## src/core/uart_status_pkg.sv

```systemverilog
// Purpose: shared constants and carriers for the serial port status logic
// Assumes: 32-bit register bus, byte addresses, one word per register
// Notes:   fifo depths and thresholds are defaults; ports may override the transmit fifo depth
package uart_status_pkg;

  // register byte addresses
  localparam logic [31:0] ADDR_EVENT_STATUS = 32'h8005_001C;
  localparam logic [31:0] ADDR_LINE_FLAGS   = 32'h8005_0020;
  localparam logic [31:0] ADDR_CONTROL      = 32'h8005_0024;

  // event status field positions
  localparam int TX_SERVICE_BIT  = 0;
  localparam int RX_SERVICE_BIT  = 1;
  localparam int RX_IDLE_BIT     = 2;
  localparam int BREAK_BEGIN_BIT = 3;
  localparam int BREAK_END_BIT   = 4;
  localparam int ERROR_SUM_BIT   = 5;

  // control field positions
  localparam int TX_ENABLE_BIT     = 0;
  localparam int RX_ENABLE_BIT     = 1;
  localparam int TX_IRQ_ENABLE_BIT = 2;
  localparam int RX_IRQ_ENABLE_BIT = 3;

  // reset values
  localparam logic [5:0] EVENT_RESET   = 6'h00;
  localparam logic [3:0] CONTROL_RESET = 4'h0;

  // fifo geometry and service thresholds
  localparam int TX_FIFO_DEPTH    = 8;
  localparam int RX_FIFO_DEPTH    = 12;
  localparam int COUNT_WIDTH      = 4;
  localparam int TX_SERVICE_MAX   = 4;
  localparam int RX_SERVICE_SET   = 8;
  localparam int ERROR_WINDOW     = 4;
  localparam int IDLE_FRAMES      = 3;

  // bus responses
  localparam logic [1:0] RESP_OKAY   = 2'h0;
  localparam logic [1:0] RESP_SLVERR = 2'h2;

  // software controls of the port
  typedef struct packed {
    logic rxIrqEnable;
    logic txIrqEnable;
    logic rxEnable;
    logic txEnable;
  } ctrl_type;

  // error tags of one receive fifo entry
  typedef struct packed {
    logic overrun;
    logic framing;
    logic parity;
  } error_tag_type;

endpackage : uart_status_pkg

```

## src/core/uart_bit_sync.sv

```systemverilog
// Purpose: two flip-flop synchroniser for one asynchronous level
// Assumes: input may change at any time relative to clk
// Notes:   first stage is read only by the second stage
`timescale 1ns/1ps
module uart_bit_sync
  import uart_status_pkg::*;
#(
  parameter logic RESET_LEVEL = 1'b1
)(
  input  wire logic clk,
  input  wire logic resetn,
  input  wire logic asyncIn,
  output logic      syncOut
);

  logic metaQ;
  logic metaD;
  logic syncD;

  // next values; idle line level held through reset
  always_comb
  begin
    metaD = resetn ? asyncIn : RESET_LEVEL;
    syncD = resetn ? metaQ : RESET_LEVEL;
  end

  // two stages
  always_ff @(posedge clk)
  begin
    metaQ   <= metaD;
    syncOut <= syncD;
  end

endmodule : uart_bit_sync

```

## src/core/uart_idle_timer.sv

```systemverilog
// Purpose: counts frame periods of silence and flags receiver idle once
// Assumes: frameTick is a one-cycle pulse per frame time from the baud divider
// Notes:   fires once per silence; activity or disarm restarts the count
`timescale 1ns/1ps
module uart_idle_timer
  import uart_status_pkg::*;
#(
  parameter int FRAMES = IDLE_FRAMES
)(
  input  wire logic clk,
  input  wire logic resetn,
  input  wire logic armed,
  input  wire logic frameTick,
  input  wire logic rxActivity,
  output logic      idleHit
);

  logic [2:0] count_q;
  logic [2:0] count_d;
  logic       idleHit_d;

  // saturate at FRAMES so one silence gives one pulse
  always_comb
  begin
    count_d   = count_q;
    idleHit_d = 1'b0;
    if (!armed || rxActivity)
      count_d = 3'h0;
    else if (frameTick && count_q != 3'(FRAMES))
    begin
      count_d = count_q + 3'h1;
      if (count_d == 3'(FRAMES))
        idleHit_d = 1'b1;
    end
  end

  always_ff @(posedge clk)
  begin
    if (!resetn)
    begin
      count_q <= 3'h0;
      idleHit <= 1'b0;
    end
    else
    begin
      count_q <= count_d;
      idleHit <= idleHit_d;
    end
  end

endmodule : uart_idle_timer

```

## src/core/uart_status_flag_logic.sv

```systemverilog
// Purpose: status and flag logic of the serial port with its register slave
// Assumes: fifo counts, tags and pulses come from logic on clk; rxPin is async
// Notes:   sticky bits reset to zero; software still clears them before enabling
//
// Our own choice: register access over AXI4-Lite.
`timescale 1ns/1ps

// Overview of operation
// RULE1: rising receive line with interlock sets break end
// RULE2: break end raises request, releases interlock
// RULE3: break end only re-arms after new break begin
// RULE4: bit5 reflects error tags of bottom four entries
// RULE5: error summary requests interrupt, blocks receive dma
// RULE6: software drains errored entries until summary clears
// RULE7: software clears sticky bits before enabling port
// RULE8: reserved upper bits ignore writes, read zero
// RULE9: bit0 set at four or fewer transmit entries
// RULE10: bit1 set when receive fifo well filled
// RULE11: bit2 set after three silent frames, not empty
// RULE12: bit3 on null break frame, store only one
// RULE13: bit4 break end; bits0-5 each request interrupt; code gates bits0-2 with txIrqEnable and rxIrqEnable
// RULE14: busy flag follows shifter, no interrupt; code holds it low while txEnable is clear
// RULE15: not-empty flag set with any valid byte
// RULE16: software polls not-empty to drain remainder
// RULE17: not-full flag clears only when fifo full
// RULE18: second register read-only, never interrupts
// RULE19: write one clears sticky bit, zero keeps
// RULE20: interrupt request holds while bit stays set
// RULE21: interlock released by break end, disable, reset
// RULE22: receive service sets at eight, clears seven
module uart_status_flag_logic
  import uart_status_pkg::*;
#(
  parameter int TX_DEPTH = TX_FIFO_DEPTH
)(
  input  wire logic                     clk,
  input  wire logic                     resetn,
  // axi4-lite slave
  input  wire logic [31:0]              awaddr,
  input  wire logic                     awvalid,
  output logic                          awready,
  input  wire logic [31:0]              wdata,
  input  wire logic [3:0]               wstrb,
  input  wire logic                     wvalid,
  output logic                          wready,
  output logic [1:0]                    bresp,
  output logic                          bvalid,
  input  wire logic                     bready,
  input  wire logic [31:0]              araddr,
  input  wire logic                     arvalid,
  output logic                          arready,
  output logic [31:0]                   rdata,
  output logic [1:0]                    rresp,
  output logic                          rvalid,
  input  wire logic                     rready,
  // datapath side
  input  wire logic                     rxPin,
  input  wire logic [COUNT_WIDTH-1:0]   txCount,
  input  wire logic [COUNT_WIDTH-1:0]   rxCount,
  input  wire error_tag_type [ERROR_WINDOW-1:0] bottomTags,
  input  wire logic                     txShifterBusy,
  input  wire logic                     frameTick,
  input  wire logic                     rxFrameDone,
  input  wire logic                     nullBreakFrame,
  // service requests and datapath controls
  output logic                          txDmaReq,
  output logic                          rxDmaReq,
  output logic                          irqReq,
  output logic [5:0]                    irqVector,
  output logic                          breakInterlock,
  output ctrl_type                      portCtrl
);

  logic       rxLine;
  logic       rxLinePrev_q;
  logic       idleHit;
  logic       rxRise;

  logic       txService_d, rxService_d, errorSum_d;
  logic       txService_q, rxService_q, errorSum_q;
  logic       rxIdle_d, breakBegin_d, breakEnd_d, interlock_d;
  logic       rxIdle_q, breakBegin_q, breakEnd_q;
  logic [5:0] events_d;
  logic [5:0] irqVector_d;
  ctrl_type   ctrl_d;

  logic [31:0] awAddr_q, awAddr_d;
  logic [31:0] wData_q, wData_d;
  logic [3:0]  wStrb_q, wStrb_d;
  logic        awHeld_q, awHeld_d, wHeld_q, wHeld_d;
  logic        doWrite;
  logic        bvalid_d, rvalid_d;
  logic [1:0]  bresp_d, rresp_d;
  logic [31:0] rdata_d;
  logic [7:0]  lineFlags;

  // the receive pin crosses into clk before anything looks at it
  uart_bit_sync #(
    .RESET_LEVEL (1'b1)
  ) u_rx_sync (
    .clk     (clk),
    .resetn  (resetn),
    .asyncIn (rxPin),
    .syncOut (rxLine)
  );

  // silence counter, armed only with receiver on and data waiting
  uart_idle_timer #(
    .FRAMES (IDLE_FRAMES)
  ) u_idle (
    .clk        (clk),
    .resetn     (resetn),
    .armed      (portCtrl.rxEnable && rxCount != '0),
    .frameTick  (frameTick),
    .rxActivity (rxFrameDone),
    .idleHit    (idleHit)
  );

  assign rxRise = rxLine && !rxLinePrev_q;

  // bus write channels; address and data may arrive in either order
  always_comb
  begin
    awAddr_d = awAddr_q;
    wData_d  = wData_q;
    wStrb_d  = wStrb_q;
    awHeld_d = awHeld_q;
    wHeld_d  = wHeld_q;
    bvalid_d = bvalid && !bready;
    bresp_d  = bresp;
    doWrite  = 1'b0;
    if (awvalid && awready)
    begin
      awAddr_d = awaddr;
      awHeld_d = 1'b1;
    end
    if (wvalid && wready)
    begin
      wData_d = wdata;
      wStrb_d = wstrb;
      wHeld_d = 1'b1;
    end
    if (awHeld_q && wHeld_q && !bvalid)
    begin
      doWrite  = 1'b1;
      awHeld_d = 1'b0;
      wHeld_d  = 1'b0;
      bvalid_d = 1'b1;
      bresp_d  = (awAddr_q == ADDR_EVENT_STATUS || awAddr_q == ADDR_LINE_FLAGS ||
                  awAddr_q == ADDR_CONTROL) ? RESP_OKAY : RESP_SLVERR;
    end
  end

  // live line flags; register is read-only and drives no interrupt
  always_comb
  begin
    lineFlags    = 8'h00;                                      // RULE18
    lineFlags[0] = txShifterBusy && portCtrl.txEnable;         // RULE14
    lineFlags[1] = rxCount != '0;                              // RULE15
    lineFlags[2] = txCount != COUNT_WIDTH'(TX_DEPTH);          // RULE17
    lineFlags[5:3] = bottomTags[0];
  end

  // read channel; one read at a time, data held until taken
  always_comb
  begin
    rvalid_d = rvalid && !rready;
    rdata_d  = rdata;
    rresp_d  = rresp;
    if (arvalid && arready)
    begin
      rvalid_d = 1'b1;
      rresp_d  = RESP_OKAY;
      case (araddr)
        ADDR_EVENT_STATUS: rdata_d = {26'h0, irqVector_status()};  // RULE8
        ADDR_LINE_FLAGS:   rdata_d = {24'h0, lineFlags};
        ADDR_CONTROL:      rdata_d = {28'h0, portCtrl};
        default:
        begin
          rdata_d = 32'h0;
          rresp_d = RESP_SLVERR;
        end
      endcase
    end
  end

  function automatic logic [5:0] irqVector_status();
    irqVector_status = {errorSum_q, breakEnd_q, breakBegin_q, rxIdle_q, rxService_q, txService_q};
  endfunction : irqVector_status

  // status bits; hardware set wins over a same-cycle software clear
  always_comb
  begin
    logic wrEvent;
    logic [5:0] clr;
    wrEvent = doWrite && awAddr_q == ADDR_EVENT_STATUS && wStrb_q[0];
    clr     = wrEvent ? wData_q[5:0] : 6'h00;                  // RULE8
    ctrl_d  = portCtrl;
    if (doWrite && awAddr_q == ADDR_CONTROL && wStrb_q[0])
      ctrl_d = ctrl_type'(wData_q[3:0]);

    txService_d = ctrl_d.txEnable && txCount <= COUNT_WIDTH'(TX_SERVICE_MAX);    // RULE9
    rxService_d = ctrl_d.rxEnable && rxCount >= COUNT_WIDTH'(RX_SERVICE_SET);    // RULE10 RULE22
    errorSum_d  = |bottomTags;                                                   // RULE4

    rxIdle_d = (rxIdle_q && !clr[RX_IDLE_BIT]) || idleHit;                       // RULE11 RULE19
    // only the first null frame of a break is flagged; the interlock masks the rest
    breakBegin_d = (breakBegin_q && !clr[BREAK_BEGIN_BIT]) ||
                   (nullBreakFrame && !breakInterlock && ctrl_d.rxEnable);       // RULE12
    breakEnd_d   = (breakEnd_q && !clr[BREAK_END_BIT]) ||
                   (rxRise && breakInterlock);                                   // RULE1 RULE3

    interlock_d = breakInterlock;
    if (nullBreakFrame && !breakInterlock && ctrl_d.rxEnable)
      interlock_d = 1'b1;
    if ((rxRise && breakInterlock) || !ctrl_d.rxEnable)
      interlock_d = 1'b0;                                                        // RULE2 RULE21

    events_d = {errorSum_d, breakEnd_d, breakBegin_d, rxIdle_d, rxService_d, txService_d};
    // each bit its own request, level while set; masks only on service and idle
    irqVector_d = events_d;                                                      // RULE13 RULE20
    irqVector_d[TX_SERVICE_BIT] = txService_d && ctrl_d.txIrqEnable;
    irqVector_d[RX_SERVICE_BIT] = rxService_d && ctrl_d.rxIrqEnable;
    irqVector_d[RX_IDLE_BIT]    = rxIdle_d && ctrl_d.rxIrqEnable;
  end

  // all registers; outputs come straight from these flops
  always_ff @(posedge clk)
  begin
    if (!resetn)
    begin
      awAddr_q       <= 32'h0;
      wData_q        <= 32'h0;
      wStrb_q        <= 4'h0;
      awHeld_q       <= 1'b0;
      wHeld_q        <= 1'b0;
      awready        <= 1'b0;
      wready         <= 1'b0;
      bvalid         <= 1'b0;
      bresp          <= RESP_OKAY;
      arready        <= 1'b0;
      rvalid         <= 1'b0;
      rdata          <= 32'h0;
      rresp          <= RESP_OKAY;
      rxLinePrev_q   <= 1'b1;
      portCtrl       <= ctrl_type'(CONTROL_RESET);
      {errorSum_q, breakEnd_q, breakBegin_q, rxIdle_q, rxService_q, txService_q} <= EVENT_RESET;
      breakInterlock <= 1'b0;                                                    // RULE21
      irqVector      <= 6'h00;
      irqReq         <= 1'b0;
      txDmaReq       <= 1'b0;
      rxDmaReq       <= 1'b0;
    end
    else
    begin
      awAddr_q       <= awAddr_d;
      wData_q        <= wData_d;
      wStrb_q        <= wStrb_d;
      awHeld_q       <= awHeld_d;
      wHeld_q        <= wHeld_d;
      awready        <= !awHeld_d;
      wready         <= !wHeld_d;
      bvalid         <= bvalid_d;
      bresp          <= bresp_d;
      arready        <= !rvalid_d;
      rvalid         <= rvalid_d;
      rdata          <= rdata_d;
      rresp          <= rresp_d;
      rxLinePrev_q   <= rxLine;
      portCtrl       <= ctrl_d;
      {errorSum_q, breakEnd_q, breakBegin_q, rxIdle_q, rxService_q, txService_q} <= events_d;
      breakInterlock <= interlock_d;
      irqVector      <= irqVector_d;
      irqReq         <= |irqVector_d;
      txDmaReq       <= txService_d;                                             // RULE9
      rxDmaReq       <= rxService_d && !errorSum_d;                              // RULE5
    end
  end
endmodule : uart_status_flag_logic

```

## config.mk

```make
export PLATFORM = sky130hd
export DESIGN_NAME = uart_status_flag_logic
export DESIGN_NICKNAME = d
export VERILOG_FILES = /design/src/core/uart_status_pkg.sv /design/src/core/uart_bit_sync.sv /design/src/core/uart_idle_timer.sv /design/src/core/uart_status_flag_logic.sv
export SDC_FILE = /design/constraint.sdc
export NUM_CORES = 1
export LEC_CHECK = 0
export BUFFER_PORTS_ARGS = -buffer_cell sky130_fd_sc_hd__buf_2
export CAP_MARGIN = 20
export CORE_ASPECT_RATIO = 0.8
export CORE_MARGIN = 3
export CORE_UTILIZATION = 40
export DETAILED_ROUTE_END_ITERATION = 12
export PLACE_DENSITY = 0.76
export SLEW_MARGIN = 20
export SYNTH_ARGS = -nofsm -noshare
export SYNTH_HDL_FRONTEND = slang
export SYNTH_SLANG_ARGS = --single-unit
```

## constraint.sdc

```tcl
create_clock -name clk -period 2 [get_ports clk]
set_input_delay 0.5 -clock clk [delete_from_list [all_inputs] [get_ports clk]]
set_output_delay 0.5 -clock clk [all_outputs]
set_load 0.05 [all_outputs]
```

==> run_results.csv, run 1 <==
group,metric,value,unit
worst_setup_path,cp-end-kind,"register",
place,hpwl,6.25,mm
sta,hold_slack,0.355,ns
worst_setup_path,path_cells,"nor4_4 > buf_4 > nand3_4 > nor4_4 > mux2_4 > a31oi_4 > o2111ai_2",
logic_synthesis,syn_area_per_cell,8.48,um^2
final_layout,nets,661,
clock_tree,cts_buffers,9,
sta,final-hold-violation-count,0,
drt,dr.pass1.iters,5,
final_layout,area.growth.synth_to_final,32.6,%
clock_tree,clk_latency,0.34,ns
power,p_leak,1.95,nW
final_layout,final_layout_size_suffix_gt1_frac,0.349,
grt,grt_pass1_wl,12.8,mm
clock_tree,clockBufferDepth,2,
min_path,hold-path-cell-count,2,
power,power_density,837,mW/mm^2
clock_tree,cts_tree,"done",
grt,grt_usage,0.170,
power,total_power,3.70,mW
die,row_count,29,
die,core,0.00802,mm^2
logic_synthesis,syn_area,0.00333,mm^2
power,pwr-share-seq,0.440,
final_layout,antenna_cells,0,
logic_synthesis,syn-instance-count,393,
place,placed_cells,620,
worst_setup_path,regToRegStartpoint,"awAddr_q[13]$_SDFFE_PN0P_",
sta,worst_pin_slew,0.579,ns
grt,gr-total-overflow,0,
power,pwr-share-comb,0.142,
worst_setup_path,r2r_end,"irqReq$_SDFF_PN0_",
final_layout,layout.cells.non_filler,638,
logic_synthesis,synth_warnings,0,
final_layout,multiInputGateArea,0.00167,mm^2
die,die-height,87.6,um
worst_setup_path,critical_path_required,2.21,ns
drt,drt_iter0_drc,95,
sta,finalWorstSetupSlack,-0.00471,ns
logic_synthesis,ys_async_sr_fraction,0,
drt,finalWirelength,8.16,mm
worst_setup_path,cp.arrival,2.21,ns
flow_run,max-cap-violations,0,
min_path,hp-start,"rxPin",
sta,fin_crit_sh,1.00,
drt,vias_per_cell,4.75,
outcome,violations,"negative setup slack",
drt,ant_nets,0,
final_layout,design_area,0.00442,mm^2
power,p_clk_frac,0.418,
die,die_w,108,um
power,power.switching,927,uW
clock_tree,hold_buffers,0,
worst_setup_path,critPathMaxStageDelay,0.39,ns
logic_synthesis,synth-main-ff-cell,"dfxtp_1",
sta,finalSetupViolations,2,
clock_tree,cts_root_buffer,"clkbuf_8",
drt,via_count,3031,
power,p_sw_frac,0.251,
worst_setup_path,cp_common_cell,"nor4_4",
grt,grt_pass1_vias,2879,
power,ir_drop,0.426,mV
outcome,status,"finished with violations",
clock_tree,path_clk_slew,0.07,ns
sta,rsz0062_at_grt,"true",
clock_tree,htree_levels,3,
min_path,hold-path-endpoint,"u_rx_sync.metaQ$_SDFF_PN1_",
final_layout,seqCellArea,0.00153,mm^2
worst_setup_path,cp_max_fo,3,
place,port_buffers,128,
min_path,hold_class,"in -> reg",
logic_synthesis,synth_cell_type_count,51,
final_layout,final_cell_mix,"buf_2 (128), nand2_1 (86), dfxtp_1 (72)",
sta,drv_slew,0,
final_layout,final_util,0.551,
clock_tree,cts_num_sinks,76,
logic_synthesis,ys_ff_latch,76,
place,place.gp.congestion,0.786,
grt,antenna_found_initial,0,
drt,wl_per_cell,12.8,um
worst_setup_path,path_class,"reg -> reg",
die,die-area,0.00946,mm^2
logic_synthesis,synth_edf_count,0,
worst_setup_path,r2r_slack,-0.005,ns
sta,slew_headroom,0.614,
final_layout,final_common_cell,"buf_2",
grt,grt_max_degree,53,
drt,drc,0,
worst_setup_path,crit_slowest_cell,"nor4_4",
place,pre_cts_slack,-0.152,ns
sta,fmax,499,MHz
die,start_util,0.415,
final_layout,fill_cells,774,
worst_setup_path,start_kind,"register",
logic_synthesis,seq_area_frac_synth,0.457,
place,placed_cell_area,0.00403,mm^2
sta,skew,0.00609,ns
worst_setup_path,reg2regPathDepth,7,
sta,finalSetupTns,-0.00909,ns
power,p_int,2.77,mW
sta,period_needed,2.00,ns
die,io_pins,187,
==> cell usage after synthesis, types with 3 or more instances <==
library cell | instances | area [um^2]
buf_4 | 31 | 233
nor3_1 | 7 | 35.0
nor4_4 | 4 | 85.1
nand3_1 | 11 | 55.1
nand2b_1 | 5 | 31.3
inv_1 | 6 | 22.5
nor4_1 | 10 | 62.6
nor2_1 | 24 | 90.1
a221oi_1 | 3 | 26.3
a211oi_1 | 3 | 22.5
nand2_1 | 86 | 323
nor4b_1 | 3 | 26.3
a21oi_1 | 47 | 235
clkbuf_1 | 16 | 60.1
ha_1 | 3 | 37.5
and2_1 | 5 | 31.3
dfxtp_1 | 76 | 1520
o21ai_0 | 6 | 30.0
mux2i_1 | 4 | 40.0
nor2b_1 | 5 | 31.3
==> cell type report <==
cell class | instances | area share
multi-input cells | 287 | 0.378
clock inverters | 4 | 0.0272
repair buffers | 144 | 0.177
clock buffers | 11 | 0.0343
flip-flops and latches | 76 | 0.346
inverters | 8 | 0.00737
well taps | 108 | 0.0306
==> worst max-delay path by stage <==
| stage | start | to | slack (ns) | depth (start not counted) |
|---|---|---|---|---|
| floorplan | awAddr_q[9]$_SDFFE_PN0P_ | irqReq$_SDFF_PN0_ | -0.04 | 6 |
| global placement | awAddr_q[10]$_SDFFE_PN0P_ | irqReq$_SDFF_PN0_ | -0.12 | 7 |
| detailed placement | awAddr_q[1]$_SDFFE_PN0P_ | irqReq$_SDFF_PN0_ | -0.15 | 6 |
| CTS | awAddr_q[27]$_SDFFE_PN0P_ | irqReq$_SDFF_PN0_ | -0.04 | 6 |
| global route | awAddr_q[13]$_SDFFE_PN0P_ | irqVector[1]$_SDFF_PN0_ | -0.14 | 9 |
| finish | awAddr_q[13]$_SDFFE_PN0P_ | irqReq$_SDFF_PN0_ | -0.005 | 7 |
==> flip-flops by register name, indices dropped and copies added, names as in the netlist, 3 cells and up <==
name	count
rdata	6
awAddr_q	32
wData_q	5
u_idle.count_q	3
portCtrl	4
irqVector	6
==> layer usage <==
metal,global-route usage,vias to the layer above,wire [um]
met5,0,-,0
met4,0.0516,0,26
met3,0.0553,4,569
met2,0.283,85,3960
met1,0.211,1379,3610
li1,-,1563,-
==> timing repair <==
item	in CTS	in global routing
pin swaps	6	10
endpoints found under the setup margin	8	10
gates resized for setup	4	14
setup buffers	1	2
==> power groups by stage <==
stage	clock network (mW)	registers (mW)	logic (mW)
2_1_floorplan	0	1.70	0.333
4_1_cts	1.58	1.62	0.515
5_1_grt	1.66	1.63	0.573
6_report	1.55	1.62	0.526
3_5_place_dp	0	1.65	0.512
3_3_place_gp	0	1.65	0.504
==> cell families after synthesis <==
logic type | share of synthesized area
mux | 0.0199
simple gates | 0.283
compound gates | 0.126
fa+ha+maj | 0.0113
flops | 0.457
buf+inv | 0.0995
xor+xnor | 0.00263
other cells | 0.00113
==> critical path: cells and delay by family, from the launching register on <==
| family | cells | cell delay [ns] |
|---|---|---|
| simple gates | 3 | 0.74 |
| mux | 1 | 0.36 |
| flops | 1 | 0.34 |
| compound gates | 2 | 0.28 |
| buf+inv | 1 | 0.17 |
No activity file was read; power rests on OpenSTA's default activity.
==> run 2, diff against run 1 <==
--- a/config.mk
+++ b/config.mk
@@ -5,13 +5,13 @@
 export SDC_FILE = /design/constraint.sdc
 export NUM_CORES = 1
 export LEC_CHECK = 0
-export BUFFER_PORTS_ARGS = -buffer_cell sky130_fd_sc_hd__buf_2
 export CAP_MARGIN = 20
 export CORE_ASPECT_RATIO = 0.8
 export CORE_MARGIN = 3
-export CORE_UTILIZATION = 40
+export CORE_UTILIZATION = 50
 export DETAILED_ROUTE_END_ITERATION = 12
-export PLACE_DENSITY = 0.76
+export DONT_BUFFER_PORTS = 1
+export PLACE_DENSITY = 0.68
 export SLEW_MARGIN = 20
 export SYNTH_ARGS = -nofsm -noshare
 export SYNTH_HDL_FRONTEND = slang
==> run_results.csv, run 2 (synthesis results as in run 1) <==
group,metric,value,unit
outcome,status,"finished clean",
grt,gr-total-overflow,0,
drt,drc,0,
place,placed_cells,469,
worst_setup_path,r2r_end,"irqReq$_SDFF_PN0_",
die,start_util,0.541,
worst_setup_path,cp-end-kind,"register",
final_layout,layout.cells.non_filler,485,
worst_setup_path,path_cells,"nor4_1 > buf_4 > nand3_2 > nor4_4 > mux2_4 > a31oi_4 > o2111ai_2",
clock_tree,hold_buffers,0,
clock_tree,clockBufferDepth,2,
final_layout,design_area,0.00360,mm^2
worst_setup_path,critPathMaxStageDelay,0.40,ns
worst_setup_path,crit_cells,7,
clock_tree,path_clk_slew,0.08,ns
die,core,0.00616,mm^2
grt,grt_usage,0.188,
place,pre_cts_slack,-0.0779,ns
die,die-height,79,um
worst_setup_path,path_delay_family,"simple AND/OR/NAND/NOR gates",
sta,skew,0.00932,ns
grt,grt_pass1_wl,11.6,mm
final_layout,final_util,0.584,
final_layout,nets,534,
place,hpwl,5.68,mm
die,row_count,25,
drt,via_count,2589,
clock_tree,cts_buffers,9,
final_layout,final_layout_size_suffix_gt1_frac,0.136,
worst_setup_path,path_class,"reg -> reg",
worst_setup_path,critical_path_required,2.21,ns
final_layout,top_regs,"awAddr_q (32), irqVector (6), rdata (6)",
final_layout,antenna_cells,0,
sta,fin_crit_sh,0.994,
worst_setup_path,cp-startpoint,"awAddr_q[1]$_SDFFE_PN0P_",
grt,grt_pass1_vias,2425,
place,port_buffers,0,
sta,period_needed,1.99,ns
flow_run,max-cap-violations,0,
final_layout,fill_cells,580,
sta,finalSetupTns,0,ns
drt,wl_per_cell,15.2,um
min_path,hold_class,"in -> reg",
sta,hold_slack,0.232,ns
grt,antenna_found_initial,0,
power,power_density,840,mW/mm^2
final_layout,area.growth.synth_to_final,8.04,%
clock_tree,clk_latency,0.34,ns
power,total_power,3.02,mW
worst_setup_path,crit_slowest_cell,"nor4_4",
clock_tree,cts_tree,"done",
place,place.gp.congestion,0.828,
sta,finalSetupViolations,0,
clock_tree,htree_levels,3,
worst_setup_path,cp.arrival,2.20,ns
sta,rsz0062_at_grt,"true",
drt,dr.pass1.iters,4,
sta,final-hold-violation-count,0,
die,die-area,0.00768,mm^2
worst_setup_path,endpoint,"irqReq$_SDFF_PN0_",
sta,worst_pin_slew,0.710,ns
worst_setup_path,regToRegStartpoint,"awAddr_q[1]$_SDFFE_PN0P_",
place,placed_cell_area,0.00338,mm^2
worst_setup_path,cp_max_fo,3,
final_layout,final_common_cell,"nand2_1",
sta,finalWorstSetupSlack,0.0110,ns
clock_tree,cts_root_buffer,"clkbuf_8",
grt,grt_max_degree,34,
power,p_leak,1.34,nW
drt,vias_per_cell,5.34,
sta,fmax,503,MHz
worst_setup_path,start_kind,"register",
sta,slew_headroom,0.526,
worst_setup_path,reg2regPathDepth,7,
worst_setup_path,critical_path_buf_inv_count,1,
drt,finalWirelength,7.36,mm
final_layout,top_register,"awAddr_q",
power,ir_drop,0.504,mV
die,die_w,97.3,um
sta,drv_slew,0,
drt,drt_iter0_drc,84,
final_layout,final_cell_mix,"nand2_1 (86), dfxtp_1 (71), a21oi_1 (47)",
final_layout,largest_reg_flops,32,
drt,ant_nets,0,
worst_setup_path,r2r_slack,0.01,ns
die,io_pins,187,
clock_tree,cts_num_sinks,76,
run 2: repair_timing:
action / in CTS / in global routing
pin swaps: 6 / 3
cloned: 0 / 0
buffers inserted: 0 / 0
endpoints found under the setup margin: 4 / 7
gates resized for setup: 4 / 7
run 2: final cells by class:
| class | instances | area (um^2) | area share |
|---|---|---|---|
| repair buffers | 17 | 128 | 0.0355 |
| inverters | 8 | 30.0 | 0.00834 |
| clock inverters | 6 | 41.3 | 0.0115 |
| clock buffers | 10 | 128 | 0.0355 |
| flip-flops and latches | 76 | 1530 | 0.425 |
| multi-input cells | 287 | 1640 | 0.457 |
| well taps | 81 | 101 | 0.0282 |
run 2: worst min-delay path by stage:
stage	startpoint	endpoint	slack (ns)	cells past startpoint
after CTS	resetn	u_rx_sync.syncOut$_SDFF_PN1_	0.21	1
final	resetn	u_rx_sync.syncOut$_SDFF_PN1_	0.23	1
after detailed placement	u_rx_sync.metaQ$_SDFF_PN1_	u_rx_sync.syncOut$_SDFF_PN1_	0.40	1
after floorplan	u_rx_sync.metaQ$_SDFF_PN1_	u_rx_sync.syncOut$_SDFF_PN1_	0.39	1
after global placement	u_rx_sync.metaQ$_SDFF_PN1_	u_rx_sync.syncOut$_SDFF_PN1_	0.39	1
after global routing	resetn	rxLinePrev_q$_SDFF_PN1_	0.20	1
run 2: per-layer routing:
layer | share of wire | up-vias | GRT usage
met1 | 0.45 | 1201 | 0.245
met4 | 0.0034 | 0 | 0.0705
met5 | 0 | - | 0
met3 | 0.079 | 2 | 0.0667
li1 | - | 1299 | -
met2 | 0.46 | 87 | 0.289
run 2: power by group:
group          switching (mW)  internal (mW)  leakage [nW]
clock network           0.554          0.448        0.0783
registers               0.101           1.58         0.622
logic                   0.247         0.0976         0.642
==> run 3, diff against run 2 <==
--- a/config.mk
+++ b/config.mk
@@ -11,7 +11,6 @@
 export CORE_UTILIZATION = 50
 export DETAILED_ROUTE_END_ITERATION = 12
 export DONT_BUFFER_PORTS = 1
-export PLACE_DENSITY = 0.68
 export SLEW_MARGIN = 20
 export SYNTH_ARGS = -nofsm -noshare
 export SYNTH_HDL_FRONTEND = slang
==> constraint.sdc (replaced) <==
create_clock -name clk -period 2.4 [get_ports clk]
set_input_delay 0.6 -clock clk [delete_from_list [all_inputs] [get_ports clk]]
set_output_delay 0.6 -clock clk [all_outputs]
set_load 0.05 [all_outputs]
==> run_results.csv, run 3 (synthesis results as in run 1) <==
group,metric,value,unit
outcome,status,"finished clean",
drt,wl_per_cell,15.4,um
final_layout,design_area,0.00353,mm^2
power,total_power,2.76,mW
sta,skew,0.00730,ns
sta,period_needed,2.20,ns
worst_setup_path,cp_max_fo,2,
die,core,0.00616,mm^2
worst_setup_path,start_kind,"register",
clock_tree,htree_levels,3,
power,p_int,1.99,mW
drt,dr.pass1.iters,4,
grt,grt_pass1_wl,11.6,mm
die,die-height,79,um
final_layout,largest_reg_flops,32,
final_layout,final_common_cell,"nand2_1",
place,port_buffers,0,
sta,fmax,455,MHz
die,row_count,25,
final_layout,top_regs,"awAddr_q (32), irqVector (6), rdata (6)",
final_layout,final_cell_mix,"nand2_1 (86), dfxtp_1 (76), a21oi_1 (47)",
die,start_util,0.541,
place,hpwl,5.50,mm
clock_tree,clockBufferDepth,2,
final_layout,top_register,"awAddr_q",
clock_tree,cts_buffers,9,
die,io_pins,187,
flow_run,max-cap-violations,0,
die,die-area,0.00768,mm^2
sta,worst_pin_slew,0.756,ns
clock_tree,path_clk_slew,0.08,ns
grt,gr-max-usage-layer,"met2",
grt,gr-total-overflow,0,
drt,finalWirelength,7.35,mm
clock_tree,cts_root_buffer,"clkbuf_8",
sta,final-hold-violation-count,0,
power,ir_drop,0.399,mV
worst_setup_path,cp.arrival,2.41,ns
power,p_clk_frac,0.396,
final_layout,antenna_cells,0,
worst_setup_path,path_class,"reg -> reg",
clock_tree,cts_setup_buffers,0,
sta,finalSetupTns,0,ns
sta,fin_crit_sh,0.916,
final_layout,nets,525,
grt,grt_pass1_vias,2351,
power,p_leak,1.31,nW
min_path,hold_class,"in -> reg",
drt,vias_per_cell,5.39,
final_layout,final_layout_size_suffix_gt1_frac,0.0911,
drt,via_count,2564,
power,pwr-share-comb,0.097,
sta,drv_slew,0,
grt,met2_usage,0.291,
drt,drt_iter0_drc,85,
grt,grtUsageMet1,0.251,
clock_tree,cts_num_sinks,76,
clock_tree,ctsResizeCount,0,
worst_setup_path,cp-end-kind,"register",
clock_tree,cts_tree,"done",
sta,rsz0062_at_grt,"false",
drt,ant_nets,0,
clock_tree,clk_latency,0.34,ns
final_layout,area.growth.synth_to_final,5.97,%
die,die_w,97.3,um
power,p_sw_frac,0.277,
place,place.gp.congestion,0.781,
grt,grt_usage,0.189,
clock_tree,hold_buffers,0,
place,placed_cell_area,0.00330,mm^2
grt,grt_max_degree,34,
grt,gr-usage-met3,0.0729,
worst_setup_path,critical_path_required,2.61,ns
sta,finalSetupViolations,0,
power,power.switching,763,uW
grt,antenna_found_initial,0,
power,power_density,781,mW/mm^2
power,pwr-share-seq,0.507,
drt,drc,0,
sta,slew_headroom,0.493,
## run 3: cell types whose count changed in the layout (fill, tap and decap cells not counted), moves of 2 or more
| cell | previous run | this run |
|---|---|---|
| bufinv_16 | 0 | 2 |
| dfxtp_1 | 71 | 76 |
| dfxtp_2 | 5 | 0 |
| buf_4 | 17 | 7 |
## run 3: power groups by stage
stage	clock (mW)	sequential [mW]	combinational, mW
after floorplan	0	1.42	0.276
after global placement	0	1.43	0.265
after detailed placement	0	1.43	0.268
after CTS	1.11	1.40	0.268
after global routing	1.17	1.41	0.293
final	1.09	1.40	0.268
## run 3: critical path, cell delays in order (launching register included)
cell       delay (ns)
dfxtp_1          0.32
nor4_1           0.44
nand3_1          0.23
nor4_4           0.34
mux2_4           0.33
a31oi_1          0.25
o2111ai_2        0.15
## run 3: path summary, 6_finish.rpt
path,from,endpoint,slack [ns],cells after the start
max,awAddr_q[1]$_SDFFE_PN0P_,irqReq$_SDFF_PN0_,0.20,6
min,resetn,u_rx_sync.syncOut$_SDFF_PN1_,0.32,1
max reg2reg,awAddr_q[1]$_SDFFE_PN0P_,irqReq$_SDFF_PN0_,0.20,6
min reg2reg,u_rx_sync.metaQ$_SDFF_PN1_,u_rx_sync.syncOut$_SDFF_PN1_,0.41,1
## run 3: routing by layer
metal  part of all wire  vias to the layer above
met2               0.44                      102
met1               0.46                     1166
met5                  0                        -
met3              0.094                        8
met4             0.0095                        0
li1                   -                     1288
## run 3: area by class of cell
class | instances | area, um^2
repair buffers | 8 | 72.6
flip-flops and latches | 76 | 1520
clock inverters | 6 | 87.6
inverters | 8 | 30.0
well taps | 81 | 101
fillers | 602 | 2630
multi-input cells | 287 | 1580
clock buffers | 10 | 138
## run 3: through the flow
| step | std cells | worst slack (ns) | hold slack, ns | util |
|---|---|---|---|---|
| 2_1_floorplan | 420 | 0.133 | 0.386 | - |
| 3_3_place_gp | 460 | 0.245 | 0.391 | 0.536 |
| 3_5_place_dp | 460 | 0.208 | 0.392 | 0.536 |
| 4_1_cts | 476 | 0.195 | 0.311 | 0.573 |
| 5_1_grt | 476 | 0.0229 | 0.305 | 0.573 |
| 6_report | 476 | 0.202 | 0.324 | 0.573 |
